[src/readout_pkg.sv]
/*
  shared constants for the four-channel result readout link.
  assumes both ends include this package before the interface and modules.
*/
package readout_pkg;
  localparam int CHANNELS = 4;
  localparam int WORD_BITS = 16;
  localparam int BYTE_BITS = 8;
  localparam int BITS_PER_CHANNEL = 16;
  localparam int CH_IDX_BITS = 2;
  localparam int BIT_IDX_BITS = 4;
  localparam int BYTE_STROBES = 8;
  localparam int SCLK_SINGLE_LINE = 64;
  localparam int SCLK_DUAL_LINE = 32;
  localparam logic [1:0] CH_B_OFFSET = 2'h2;
  localparam logic [1:0] CH_FIRST = 2'h0;
  localparam logic [1:0] CH_THIRD = 2'h2;
  localparam logic [3:0] BIT_LAST = 4'hf;
  // link clock made by the host: half period in system clocks
  localparam int SYS_PERIOD_NS = 40;
  localparam int LINK_PERIOD_NS = 320;
  localparam int LINK_HALF_CYCLES = LINK_PERIOD_NS / (2 * SYS_PERIOD_NS);
  localparam int FIFO_DEPTH = 8;
  typedef enum logic [1:0] {FORM_PARALLEL, FORM_BYTE, FORM_SERIAL, FORM_ILLEGAL} form_t;
  function automatic form_t decode_form(input logic if_sel, input logic byte_sel);
    if (!if_sel && !byte_sel)
      return FORM_PARALLEL;
    else if (if_sel && byte_sel)
      return FORM_BYTE;
    else if (if_sel && !byte_sel)
      return FORM_SERIAL;
    else
      return FORM_ILLEGAL;
  endfunction
endpackage

[src/readout_if.sv]
/*
  wires between the converter readout port and the host reader.
  assumes one device and one host; the device drives the buses at all times, with the enables alongside.
*/
`timescale 1ns/1ps
interface readout_if;
  logic chip_select_n;
  logic read_strobe_n;
  logic serial_clock;
  logic interface_select;
  logic byte_form_select;
  logic byte_order_select;
  logic busy;
  logic [15:0] parallel_result_bus;
  logic bus_oe;
  logic first_channel_marker;
  logic marker_oe;
  logic serial_out_a;
  logic serial_out_b;
  logic serial_oe;
  modport device (
    input chip_select_n, read_strobe_n, serial_clock, interface_select, byte_form_select,
    input byte_order_select,
    output busy, parallel_result_bus, bus_oe, first_channel_marker, marker_oe,
    output serial_out_a, serial_out_b, serial_oe
  );
  modport host (
    output chip_select_n, read_strobe_n, serial_clock, interface_select, byte_form_select,
    output byte_order_select,
    input busy, parallel_result_bus, bus_oe, first_channel_marker, marker_oe,
    input serial_out_a, serial_out_b, serial_oe
  );
endinterface // readout_if

[src/readout_device.sv]
/*
  converter end of the readout link: result registers, parallel, byte and serial forms.
  assumes link pins are asynchronous to clk_sys and the conversion core strobes conv_start/conv_done.
*/
// Functional notes
// - busy falling loads all channel result registers
// - reads during busy return previous results
// - straps pick parallel, byte or serial form
// - combined strobe fall enables 16-bit bus
// - each read fall presents next channel ascending
// - chip select enables bus, strobes clock
// - parallel marker high first read, low second
// - byte form: two bytes per channel, eight strobes
// - byte order high sends upper byte first
// - byte marker high two strobes, low third
// - serial: chip select high floats outputs
// - msb at select fall, shift on rising
// - sixteen clocks per channel, framing optional
// - line a 1,2,3,4; line b 3,4,1,2
// - serial marker covers channel 1 word
// - host gives 64 or 32 clocks
// - single line reads should use line a
// - busy high during conversion, falls when ready
// - host ends reads before busy falls
`timescale 1ns/1ps
module readout_device
  import readout_pkg::*;
(
  // clock and reset
  input wire logic clk_sys,
  input wire logic reset_n,
  // conversion core side
  input wire logic conv_start,
  input wire logic conv_done,
  input wire logic [4*16-1:0] conv_results,
  // link
  readout_if.device link
);
  // -----------------------------------------------------------------
  // pin synchronisers
  // -----------------------------------------------------------------
  logic [3:0] meta_reg, sync_reg, prev_reg;
  always_ff @(posedge clk_sys or negedge reset_n)
  begin
    if (!reset_n)
    begin
      meta_reg <= 4'hd;
      sync_reg <= 4'hd;
      prev_reg <= 4'hd;
    end
    else
    begin
      meta_reg <= {link.chip_select_n, link.read_strobe_n, link.serial_clock, link.byte_order_select};
      sync_reg <= meta_reg;
      prev_reg <= sync_reg;
    end
  end
  logic cs_n, rd_n, sclk, order_hi;
  assign cs_n = sync_reg[3];
  assign rd_n = sync_reg[2];
  assign sclk = sync_reg[1];
  assign order_hi = sync_reg[0];
  logic cs_fall, cs_rise, rd_fall, sclk_rise, sclk_fall;
  assign cs_fall = prev_reg[3] && !cs_n;
  assign cs_rise = !prev_reg[3] && cs_n;
  // a tied strobe shows as chip select falling while read is already low
  assign rd_fall = (prev_reg[2] && !rd_n && !cs_n) || (cs_fall && !rd_n && !prev_reg[2]);
  assign sclk_rise = !prev_reg[1] && sclk && !cs_n;
  assign sclk_fall = prev_reg[1] && !sclk && !cs_n;

  // straps caught once after reset release; their pipe has no reset, so it is full by then
  form_t form_reg, form_next;
  logic strap_done_reg;
  logic [3:0] strap_pipe_reg;
  always_ff @(posedge clk_sys)
    strap_pipe_reg <= {strap_pipe_reg[1:0], link.interface_select, link.byte_form_select};

  // -----------------------------------------------------------------
  // result registers and read state
  // -----------------------------------------------------------------
  logic [15:0] result_reg [CHANNELS];
  logic busy_reg, busy_next;
  logic [CH_IDX_BITS-1:0] ch_reg, ch_next;
  logic [BIT_IDX_BITS-1:0] bit_reg, bit_next;
  logic byte_sel_reg, byte_sel_next;
  logic [2:0] strobe_cnt_reg, strobe_cnt_next;
  logic started_reg, started_next;
  logic [15:0] bus_reg, bus_next;
  logic bus_oe_reg, bus_oe_next;
  logic marker_reg, marker_next;
  logic marker_oe_reg, marker_oe_next;
  logic sa_reg, sa_next, sb_reg, sb_next;
  logic soe_reg, soe_next;
  logic msb_hold_reg, msb_hold_next;
  logic [CH_IDX_BITS-1:0] ch_b;
  assign ch_b = CH_IDX_BITS'(ch_reg + CH_B_OFFSET);

  always_comb
  begin
    busy_next = busy_reg;
    ch_next = ch_reg;
    bit_next = bit_reg;
    byte_sel_next = byte_sel_reg;
    strobe_cnt_next = strobe_cnt_reg;
    started_next = started_reg;
    bus_next = bus_reg;
    bus_oe_next = bus_oe_reg;
    marker_next = marker_reg;
    marker_oe_next = marker_oe_reg;
    sa_next = sa_reg;
    sb_next = sb_reg;
    soe_next = soe_reg;
    msb_hold_next = msb_hold_reg;
    form_next = form_reg;
    if (!strap_done_reg)
      form_next = decode_form(strap_pipe_reg[3], strap_pipe_reg[2]);
    if (conv_start)
      busy_next = 1'b1;
    if (conv_done)
    begin
      busy_next = 1'b0;
      ch_next = CH_FIRST;
      bit_next = '0;
      byte_sel_next = 1'b0;
      strobe_cnt_next = '0;
      started_next = 1'b0;
    end
    else
    begin
      unique case (form_reg)
        FORM_PARALLEL, FORM_BYTE:
        begin
          if (cs_fall)
            bus_oe_next = 1'b1;
          if (rd_fall)
          begin
            bus_oe_next = 1'b1;
            marker_oe_next = 1'b1;
            strobe_cnt_next = (strobe_cnt_reg == 3'h7) ? strobe_cnt_reg : 3'(strobe_cnt_reg + 1'b1);
            if (form_reg == FORM_PARALLEL)
            begin
              bus_next = result_reg[ch_reg];
              ch_next = CH_IDX_BITS'(ch_reg + 1'b1);
              marker_next = (strobe_cnt_reg == 3'h0);
            end
            else
            begin
              // upper byte first when order select is high
              bus_next = {8'h00, (byte_sel_reg ^ order_hi) ? result_reg[ch_reg][15:8] : result_reg[ch_reg][7:0]};
              byte_sel_next = !byte_sel_reg;
              if (byte_sel_reg)
                ch_next = CH_IDX_BITS'(ch_reg + 1'b1);
              marker_next = (strobe_cnt_reg < 3'h2);
            end
          end
          if (cs_rise)
          begin
            bus_oe_next = 1'b0;
            marker_oe_next = 1'b0;
          end
        end
        FORM_SERIAL:
        begin
          if (cs_n)
          begin
            soe_next = 1'b0;
            marker_oe_next = 1'b0;
          end
          else if (cs_fall || !started_reg)
          begin
            soe_next = 1'b1;
            marker_oe_next = 1'b1;
            started_next = 1'b1;
            msb_hold_next = 1'b1;
            sa_next = result_reg[ch_reg][15 - bit_reg];
            sb_next = result_reg[ch_b][15 - bit_reg];
            marker_next = (ch_reg == CH_FIRST) && (bit_reg == '0);
          end
          else
          begin
            if (sclk_rise)
              msb_hold_next = 1'b0;
            // the first rise keeps the msb; later ones, after a word wrap too, bring the next bit
            if (sclk_rise && !msb_hold_reg)
            begin
              sa_next = result_reg[ch_reg][15 - bit_reg];
              sb_next = result_reg[ch_b][15 - bit_reg];
            end
            if (sclk_fall)
            begin
              bit_next = BIT_IDX_BITS'(bit_reg + 1'b1);
              if (bit_reg == BIT_LAST)
              begin
                ch_next = CH_IDX_BITS'(ch_reg + 1'b1);
                marker_next = 1'b0;
              end
            end
          end
        end
        default:
        begin
          bus_oe_next = 1'b0;
          soe_next = 1'b0;
          marker_oe_next = 1'b0;
        end
      endcase
    end
  end

  always_ff @(posedge clk_sys or negedge reset_n)
  begin
    if (!reset_n)
    begin
      busy_reg <= 1'b0;
      ch_reg <= '0;
      bit_reg <= '0;
      byte_sel_reg <= 1'b0;
      strobe_cnt_reg <= '0;
      started_reg <= 1'b0;
      bus_reg <= '0;
      bus_oe_reg <= 1'b0;
      marker_reg <= 1'b0;
      marker_oe_reg <= 1'b0;
      sa_reg <= 1'b0;
      sb_reg <= 1'b0;
      soe_reg <= 1'b0;
      msb_hold_reg <= 1'b0;
      form_reg <= FORM_PARALLEL;
      strap_done_reg <= 1'b0;
    end
    else
    begin
      busy_reg <= busy_next;
      ch_reg <= ch_next;
      bit_reg <= bit_next;
      byte_sel_reg <= byte_sel_next;
      strobe_cnt_reg <= strobe_cnt_next;
      started_reg <= started_next;
      bus_reg <= bus_next;
      bus_oe_reg <= bus_oe_next;
      marker_reg <= marker_next;
      marker_oe_reg <= marker_oe_next;
      sa_reg <= sa_next;
      sb_reg <= sb_next;
      soe_reg <= soe_next;
      msb_hold_reg <= msb_hold_next;
      form_reg <= form_next;
      strap_done_reg <= 1'b1;
    end
  end

  // results change only when busy falls, so reads during busy see the old set
  for (genvar c = 0; c < CHANNELS; c++)
  begin : g_result
    always_ff @(posedge clk_sys or negedge reset_n)
    begin
      if (!reset_n)
        result_reg[c] <= '0;
      else if (conv_done)
        result_reg[c] <= conv_results[c*16 +: 16];
    end
  end

  assign link.busy = busy_reg;
  assign link.parallel_result_bus = bus_reg;
  assign link.bus_oe = bus_oe_reg;
  assign link.first_channel_marker = marker_reg;
  assign link.marker_oe = marker_oe_reg;
  assign link.serial_out_a = sa_reg;
  assign link.serial_out_b = sb_reg;
  assign link.serial_oe = soe_reg;
endmodule // readout_device

[src/flat_wrapper.sv]
// flat-port wrapper written by rule: the top's interface ports become plain ports
module readout_device_flat import readout_pkg::*;
  (clk_sys, reset_n, conv_start, conv_done, conv_results, link_chip_select_n, link_read_strobe_n, link_serial_clock, link_interface_select, link_byte_form_select, link_byte_order_select, link_busy, link_parallel_result_bus, link_bus_oe, link_first_channel_marker, link_marker_oe, link_serial_out_a, link_serial_out_b, link_serial_oe);
  readout_if link_i ();
  input wire logic clk_sys;
  input wire logic reset_n;
  input wire logic conv_start;
  input wire logic conv_done;
  input wire logic [4*16-1:0] conv_results;
  input wire logic [$bits(link_i.chip_select_n)-1:0] link_chip_select_n;
  input wire logic [$bits(link_i.read_strobe_n)-1:0] link_read_strobe_n;
  input wire logic [$bits(link_i.serial_clock)-1:0] link_serial_clock;
  input wire logic [$bits(link_i.interface_select)-1:0] link_interface_select;
  input wire logic [$bits(link_i.byte_form_select)-1:0] link_byte_form_select;
  input wire logic [$bits(link_i.byte_order_select)-1:0] link_byte_order_select;
  output wire logic [$bits(link_i.busy)-1:0] link_busy;
  output wire logic [$bits(link_i.parallel_result_bus)-1:0] link_parallel_result_bus;
  output wire logic [$bits(link_i.bus_oe)-1:0] link_bus_oe;
  output wire logic [$bits(link_i.first_channel_marker)-1:0] link_first_channel_marker;
  output wire logic [$bits(link_i.marker_oe)-1:0] link_marker_oe;
  output wire logic [$bits(link_i.serial_out_a)-1:0] link_serial_out_a;
  output wire logic [$bits(link_i.serial_out_b)-1:0] link_serial_out_b;
  output wire logic [$bits(link_i.serial_oe)-1:0] link_serial_oe;
  assign link_i.chip_select_n = link_chip_select_n;
  assign link_i.read_strobe_n = link_read_strobe_n;
  assign link_i.serial_clock = link_serial_clock;
  assign link_i.interface_select = link_interface_select;
  assign link_i.byte_form_select = link_byte_form_select;
  assign link_i.byte_order_select = link_byte_order_select;
  assign link_busy = link_i.busy;
  assign link_parallel_result_bus = link_i.parallel_result_bus;
  assign link_bus_oe = link_i.bus_oe;
  assign link_first_channel_marker = link_i.first_channel_marker;
  assign link_marker_oe = link_i.marker_oe;
  assign link_serial_out_a = link_i.serial_out_a;
  assign link_serial_out_b = link_i.serial_out_b;
  assign link_serial_oe = link_i.serial_oe;
  readout_device u_core (.clk_sys(clk_sys), .reset_n(reset_n), .conv_start(conv_start), .conv_done(conv_done), .conv_results(conv_results), .link(link_i));
endmodule
[config.mk]
export PLATFORM = sky130hd
export DESIGN_NAME = readout_device_flat
export DESIGN_NICKNAME = d
export VERILOG_FILES = /design/src/readout_pkg.sv /design/src/readout_if.sv /design/src/readout_device.sv /design/src/flat_wrapper.sv
export SDC_FILE = /design/constraint.sdc
export NUM_CORES = 1
export LEC_CHECK = 0
export BUFFER_PORTS_ARGS = -buffer_cell sky130_fd_sc_hd__buf_4
export CAP_MARGIN = 20
export CORE_MARGIN = 1
export CORE_UTILIZATION = 60
export CTS_BUF_LIST = sky130_fd_sc_hd__clkbuf_4 sky130_fd_sc_hd__clkbuf_8 sky130_fd_sc_hd__clkbuf_16
export DETAILED_ROUTE_END_ITERATION = 6
export GPL_TIMING_DRIVEN = 0
export HOLD_SLACK_MARGIN = 0.02
export PLACE_DENSITY_LB_ADDON = 0.2
export SLEW_MARGIN = 10
export SYNTH_ARGS = -nofsm -noshare
export SYNTH_HDL_FRONTEND = slang
export SYNTH_SLANG_ARGS = --single-unit
[constraint.sdc]
create_clock -name clk_sys -period 5.5 [get_ports clk_sys]
set_input_delay 1.1 -clock clk_sys [delete_from_list [all_inputs] [get_ports clk_sys]]
set_output_delay 1.1 -clock clk_sys [all_outputs]
set_load 0.02 [all_outputs]
==> summary.md, run 1 <==
| Metric | Value |
|---|---|
| Slew @ Worst Pin | `895 ps` |
| Syn nets | `539` |
| CP Cell Sequence | `buf_4 > buf_4 > clkbuf_1 > clkbuf_1 > inv_2 > ha_1 > nand3_1 > o32ai_1 > mux2_1` |
| PostCTS Resize Cnt | `0` |
| Initial drt markers | `290` |
| Root buf cell | `clkbuf_8` |
| WS Path Type | `reg -> reg` |
| Status | `finished clean` |
| Clock sinks | `117` |
| Slew Limit Fails | `0` |
| Crit path from | `u_core.ch_reg[0]$_DFFE_PN0P_` |
| Max reg flops | `64` |
| CP startpoint kind | `register` |
| Rows | `35` |
| Syn_area_per_cell | `12.7 um^2` |
| CTS tree | `yes` |
| Fraction of registers with async set/reset | `96.6%` |
| H-tree Lvls | `4` |
| Total setup buffers inserted after CTS | `0` |
| Initial Utilization | `62.2%` |
| Post-CTS Hold Buffers | `0` |
| Sequential area share after synthesis | `50.5%` |
| Post-route clock period utilization | `46.9%` |
| R2R setup slack | `2920 ps` |
| Worst hold path startpoint | `u_core.strap_pipe_reg[1]$_DFF_P_` |
| Reg2reg path depth | `9` |
| Slowest CP cell | `clkbuf_1` |
| Yosys Warn Count | `0` |
| Final setup violating endpoints | `0` |
| Peak Freq | `388 MHz` |
| Initial antenna violation count | `0` |
| Fin nets | `654` |
| ANT cells | `0` |
| CTS Buf Count | `17` |
| Worst flop-to-flop path startpoint | `u_core.ch_reg[0]$_DFFE_PN0P_` |
| Setup Slack @ Placement | `2550 ps` |
| Worst Hold Endpoint | `u_core.strap_pipe_reg[3]$_DFF_P_` |
| GP Congestion | `0.946` |
| TNS Setup | `0 ps` |
| Pwr dens | `384 nW/um^2` |
| Post-DRT Antenna Nets | `0` |
| XOR/XNOR Fraction of Synth Area | `0.909%` |
| Leakage power | `3.18 nW` |
| Hold Path Class | `reg -> reg` |
| Post-Synth Adder-Cell Area | `2.17%` |
| Via density | `5.97` |
| Worst Path Arrival | `2980 ps` |
| Drt wl/cell | `19.8 um` |
| Design Area, Final | `7260 um^2` |
| Post-Syn Instances | `455` |
| Compound-gate portion of the synthesized area | `6.02%` |
| Sequential Area | `2920 um^2` |
| Post-synthesis mux area share | `28.4%` |
| Cell Area, Synth | `5780 um^2` |
| Later-pin clock latency in the skew report | `520 ps` |
| Via count | `4251` |
| RSZ-0062 raised after global routing | `no` |
| Total gr overflow | `0` |
| Crit end category | `register` |
| Power, Total | `2.79 mW` |
| Hold Path Cell Cnt | `0` |
| Reg2reg end | `u_core.link.first_channel_marker$_DFFE_PN0P_` |
| FF+latch count, synth | `117` |
| Gr usage total | `31.3%` |
| Max Root-Sink Buffers | `2` |
| DR DRC count | `0` |
| CP max FO | `10` |
| Post-synthesis simple-gate area fraction | `9.16%` |
| Slew HR | `39.8%` |
| Vias in the first global route | `4512` |
| First-pass GRT wire length | `23200 um` |
| Min Tclk post-route | `2580 ps` |
| Clock Pin Slew Worst Setup and Hold Paths | `50 ps` |
| DRT Pass-1 Iters | `5` |
| Die X | `100 um` |
| Die Y | `100 um` |
| Hold violation count in the final report | `0` |
| EDFF count, synth | `0` |
| Fillers | `599` |
| Layout area overhead | `25.7%` |
| Maximum Capacitance Violations | `0` |
| Input/output buffers | `95` |
| DPL Wire Length | `9950 um` |
| Core area | `9280 um^2` |
| Ys flop type | `dfrtp_1` |
| Final core occ | `78.2%` |
| Share of post-route cells with drive strength above 1 | `40.8%` |
| Post-route setup slack | `2920 ps` |
| Io pins | `97` |
| Final setup skew | `9.49 ps` |
| Worst vdd ir | `0.279 mV` |
| Final wirelength | `14100 um` |
| Area of the die | `10000 um^2` |
| Multi-input logic area | `2700 um^2` |
| Distinct cell type count after synthesis | `52` |
| Largest family of logic cells by synthesized area | `multiplexers` |
| Req. time, crit path | `5900 ps` |
| Post-DP Area | `6660 um^2` |
| CP max stage delay | `420 ps` |
| Largest net degree at the start of global routing | `114` |
==> per-layer routing <==
layer	GRT usage, %	vias up	share of wire, %
met5	0	-	0
met4	14.4	0	2.0
met3	7.87	28	6.7
met2	50.3	196	51
met1	40.3	2125	41
li1	-	1902	-
==> worst max path at each step <==
stage                                                              end  slack (ps)  cells past startpoint
after floorplan                   u_core.link.serial_out_b$_DFFE_PN0P_        2870                      6
after detailed placement          u_core.link.serial_out_a$_DFFE_PN0P_        2550                      6
after global routing      u_core.link.first_channel_marker$_DFFE_PN0P_        2720                      9
after global placement            u_core.link.serial_out_a$_DFFE_PN0P_        2540                      6
final                     u_core.link.first_channel_marker$_DFFE_PN0P_        2920                      9
after CTS                 u_core.link.first_channel_marker$_DFFE_PN0P_        2960                      9
==> cell usage in the layout, fill, tap and decap left out, types with 6 or more instances in the layout <==
master / count
mux2_2: 66
nand2_1: 34
nor2_1: 27
mux2i_1: 23
nand2b_1: 17
o31ai_1: 6
o21ai_1: 14
mux4_2: 26
dfstp_2: 8
inv_1: 10
dfrtp_1: 105
a21oi_1: 8
ha_1: 10
clkbuf_16: 16
nor3_1: 8
clkbuf_1: 18
buf_4: 97
==> cells in the mapped netlist, drive strengths merged, types with 9 or more instances <==
cell / count / area (um^2)
dfrtp: 105 / 2630
mux2: 71 / 800
nand2: 34 / 128
mux4: 27 / 611
nor2: 27 / 101
mux2i: 23 / 230
o21ai: 19 / 95.1
clkbuf: 18 / 67.6
nand2b: 17 / 106
inv: 12 / 45.1
ha: 10 / 125
buf: 9 / 48.8
==> worst max-delay path: cells and delay by family (launching register included) <==
family                     cells  cell delay, ps
adders and majority gates      1             220
and+or+nand+nor                1             120
muxes                          1             300
DFF                            1             380
AOI/OAI and AO/OA              1              90
buffers and inverters          5            1340
==> cells by family after synthesis <==
group | after synthesis
muxes | 121
DFF | 117
and+or+nand+nor | 108
AOI/OAI and AO/OA | 53
buffers and inverters | 39
adders and majority gates | 10
xor gates and xnor gates | 6
other | 1
==> where the power goes <==
part           internal [mW]  switching, mW  leakage [nW]
registers              0.983         0.0860          1.39
clock network          0.691          0.372         0.284
logic                  0.322          0.336          1.51
==> layout make-up <==
type / instances / area share [%]
clock inverters: 9 / 1.41
multi-input cells: 299 / 37.2
well taps: 129 / 2.22
clock buffers: 23 / 6.58
inverters: 12 / 0.620
flip-flops and latches: 117 / 40.2
repair buffers: 96 / 10.2
plain buffers: 27 / 1.60
==> metrics by stage <==
stage	instances	hold slack (ps)
after CTS	711	328
final	712	327
after floorplan	455	310
after global routing	712	332
after global placement	679	314
after detailed placement	679	315
Note: power is estimated with default switching activity, not from simulation.
==> inputs of run 2 (changes only) <==
- ABC_AREA: default -> 1
- CORE_UTILIZATION: 60 -> 51
- clock period: 5.5 -> 2.3 ns (I/O delays scaled with it)
==> summary.md, run 2 <==
| Metric | Value |
|---|---|
| Distinct cell type count after synthesis | `34 (-35%)` |
| Most common cell after layout, fill and taps aside | `nand2_1` |
| Synth top area share | `45.6% (+0.16 points)` |
| CTS tree | `yes` |
| Area of the die | `11700 um^2 (+17%)` |
| Pwr dens | `937 nW/um^2 (+140%)` |
| Clock Pin Slew Worst Setup and Hold Paths | `60 ps (about the same)` |
| Input/output buffers | `96 (+1.1%)` |
| Compound-gate portion of the synthesized area | `7.15% (+1.1 points)` |
| Post-synthesis mux area share | `0.391% (-28 points)` |
| Post-DRT Antenna Nets | `0 (unchanged)` |
| Most frequent cell after synthesis | `nand2_1` |
| DPL Wire Length | `12700 um (+28%)` |
| Layout area overhead | `26.5%` |
| Fillers | `936 (+56%)` |
| Final setup violating endpoints | `0 (unchanged)` |
| FF+latch count, synth | `117 (unchanged)` |
| Finished Layout Cells | `1012 (+42%)` |
| CP startpoint kind | `register` |
| EDFF count, synth | `0 (unchanged)` |
| Via count | `5525 (+30%)` |
| Core area | `10900 um^2 (+18%)` |
| Multi-input logic area | `2520 um^2 (-6.8%)` |
| TNS Setup | `0 ps (unchanged)` |
| Root buf cell | `clkbuf_16` |
| CP max FO | `6 (-4)` |
| Fin nets | `943 (+44%)` |
| CTS Buf Count | `17 (unchanged)` |
| Post-synthesis simple-gate area fraction | `33.9% (+25 points)` |
| Largest net degree at the start of global routing | `114 (unchanged)` |
| Share of post-route cells with drive strength above 1 | `20.8% (-20 points)` |
| Syn_area_per_cell | `7.76 um^2 (-39%)` |
| First-pass GRT wire length | `27500 um (+18%)` |
| Initial drt markers | `434 (+50%)` |
| Ranking of synthesized cells by area | `dfrtp_1 46%, nand2_1 22%, nand3_1 9.9%` |
| Total gr overflow | `0 (unchanged)` |
| WS Path Type | `reg -> reg` |
| Peak Freq | `466 MHz (+20%)` |
| Min Tclk post-route | `2140 ps (-434 ps)` |
| GP Congestion | `0.927 (-2.0%)` |
| Sequential Power Share | `37.1% (-1.2 points)` |
| Gr usage total | `32.0% (+0.76 points)` |
| Clock group share of total power | `38.6% (+0.5 points)` |
| Sequential area share after synthesis | `50.7% (+0.18 points)` |
| Vias in the first global route | `5291 (+17%)` |
| Status | `finished clean` |
| Rows | `38 (+8.6%)` |
| H-tree Lvls | `4 (unchanged)` |
| Slew Limit Fails | `0 (unchanged)` |
| Initial antenna violation count | `0 (unchanged)` |
| Int Pwr | `4.59 mW (+130%)` |
| Net switching power | `2.23 mW (+180%)` |
| Worst vdd ir | `0.817 mV (+190%)` |
| Die Y | `108 um (+8.1%)` |
| Clock sinks | `117 (unchanged)` |
| RSZ-0062 raised after global routing | `no` |
| Slew @ Worst Pin | `619 ps (-277 ps)` |
| Yosys Warn Count | `0 (unchanged)` |
| Cell Area, Synth | `5760 um^2 (-0.35%)` |
| Max reg flops | `64 (unchanged)` |
| Ys flop type | `dfrtp_1` |
| Hold Path Class | `in -> reg` |
| Final setup skew | `7.47 ps (-2.02 ps)` |
| Max Root-Sink Buffers | `2 (unchanged)` |
| Sequential Area | `2920 um^2 (unchanged)` |
| Placed Instances | `978 (+44%)` |
| ANT cells | `0 (unchanged)` |
| Leakage power | `3.77 nW (+19%)` |
| Final wirelength | `17400 um (+23%)` |
| Req. time, crit path | `2610 ps (-3290 ps)` |
| Maximum Capacitance Violations | `0 (unchanged)` |
| Syn nets | `826 (+53%)` |
| Post-Syn Instances | `742 (+63%)` |
| Leading cell types by count after synthesis | `334 x nand2_1, 114 x nand3_1, 105 x dfrtp_1` |
| Drt wl/cell | `17.2 um (-13%)` |
| Worst Path Arrival | `2450 ps (-530 ps)` |
| DR DRC count | `0 (unchanged)` |
| Post-Synth Adder-Cell Area | `2.17% (+0.0075 points)` |
| XOR/XNOR Fraction of Synth Area | `0% (-0.91 points)` |
| Later-pin clock latency in the skew report | `430 ps (-90 ps)` |
| Io pins | `97 (unchanged)` |
| Via density | `5.46 (-8.6%)` |
| Fraction of registers with async set/reset | `96.6% (unchanged)` |
| Largest family of logic cells by synthesized area | `simple AND/OR/NAND/NOR gates` |
| Die X | `108 um (+8.1%)` |
| Switching fraction of total power | `32.7% (+4.3 points)` |
| Hold violation count in the final report | `0 (unchanged)` |
| Comb power frac | `24.3% (+0.7 points)` |
| DRT Pass-1 Iters | `5 (unchanged)` |
| Commonest non-fill, non-tap cells in the layout | `334 x nand2_1, 114 x nand3_1, 105 x dfrtp_1` |
| Post-route clock period utilization | `93.3% (+46 points)` |
| Cell accounting for the most synthesized area | `dfrtp_1` |
| Initial Utilization | `52.7% (-9.6 points)` |
| Slew HR | `58.4% (+19 points)` |
| Crit end category | `register` |
[run 2: cell count changes after synthesis, moves of 23 or more]
cell / change
nand2_1: +300
nand3_1: +112
mux2_2: -64
o21ai_0: +30
mux4_2: -26
mux2i_1: -23
[run 2: final timing paths]
kind / depth (start not counted) / slack, ps / to / startpoint
hold reg to reg: 0 / 330 / u_core.strap_pipe_reg[2]$_DFF_P_ / u_core.strap_pipe_reg[0]$_DFF_P_
setup reg to reg: 8 / 160 / u_core.link.first_channel_marker$_DFFE_PN0P_ / u_core.sync_reg[3]$_DFF_PN1_
min in group asynchronous: 2 / 550 / u_core.result_reg[53]$_DFFE_PN0P_ / reset_n
hold / removal: 1 / 130 / u_core.strap_pipe_reg[0]$_DFF_P_ / link_byte_form_select
setup / recovery: 8 / 160 / u_core.link.first_channel_marker$_DFFE_PN0P_ / u_core.sync_reg[3]$_DFF_PN1_
max in group asynchronous: 3 / 1040 / u_core.sync_reg[2]$_DFF_PN1_ / reset_n
[run 2: power groups by stage]
stage	Clock (mW)	Sequential (mW)	Combinational [mW]
global route	2.76	2.56	1.82
CTS	2.65	2.53	1.63
floorplan	0	2.66	0.813
detailed placement	0	2.56	1.62
finish	2.63	2.53	1.66
global placement	0	2.54	1.59
[run 2: per-layer routing]
layer / vias to the layer above / GRT usage (%) / share of wire, %
li1: 2634 / - / -
met1: 2618 / 44.2 / 46
met2: 235 / 48.5 / 44
met3: 38 / 8.80 / 7.2
met4: 0 / 11.2 / 2.4
met5: - / 0 / 0
[run 2: per-stage QoR]
step,setup slack [ps],power [mW],util [%],hold slack (ps),area (um^2)
floorplan,470,3.48,-,164,5760
global placement,239,4.13,60.8,310,6650
detailed placement,201,4.18,60.9,315,6660
CTS,189,6.81,66.3,129,7250
global route,5.25,7.14,66.6,115,7290
finish,155,6.82,66.6,132,7290
[run 2: layout make-up]
type | instances | share of cell area, %
repair buffers | 98 | 10.5
clock buffers | 18 | 6.03
clock inverters | 14 | 2.08
flip-flops and latches | 117 | 40.0
plain buffers | 39 | 3.07
well taps | 140 | 2.40
multi-input cells | 560 | 34.5
inverters | 26 | 1.37
[run 2: worst max-delay path: stages (launching register included)]
cell and delay, ps:
dfstp_2 580, inv_1 100, ha_1 220, nor2_2 210
inv_1 150, nor2_1 200, o21ai_0 130, nand3_1 110
mux2_2 330
[run 2: cell families after synthesis]
family	after synthesis
and+or+nand+nor	474
DFF	117
other	1
muxes	2
buffers and inverters	65
adders and majority gates	10
AOI/OAI and AO/OA	73
[run 2: repair_timing]
| item | 4_1_cts | 5_1_grt |
|---|---|---|
| resized for setup | 0 | 0 |
| setup buffers | 0 | 0 |
| hold endpoints to repair | 0 | 10 |
| hold buffers | 0 | 1 |
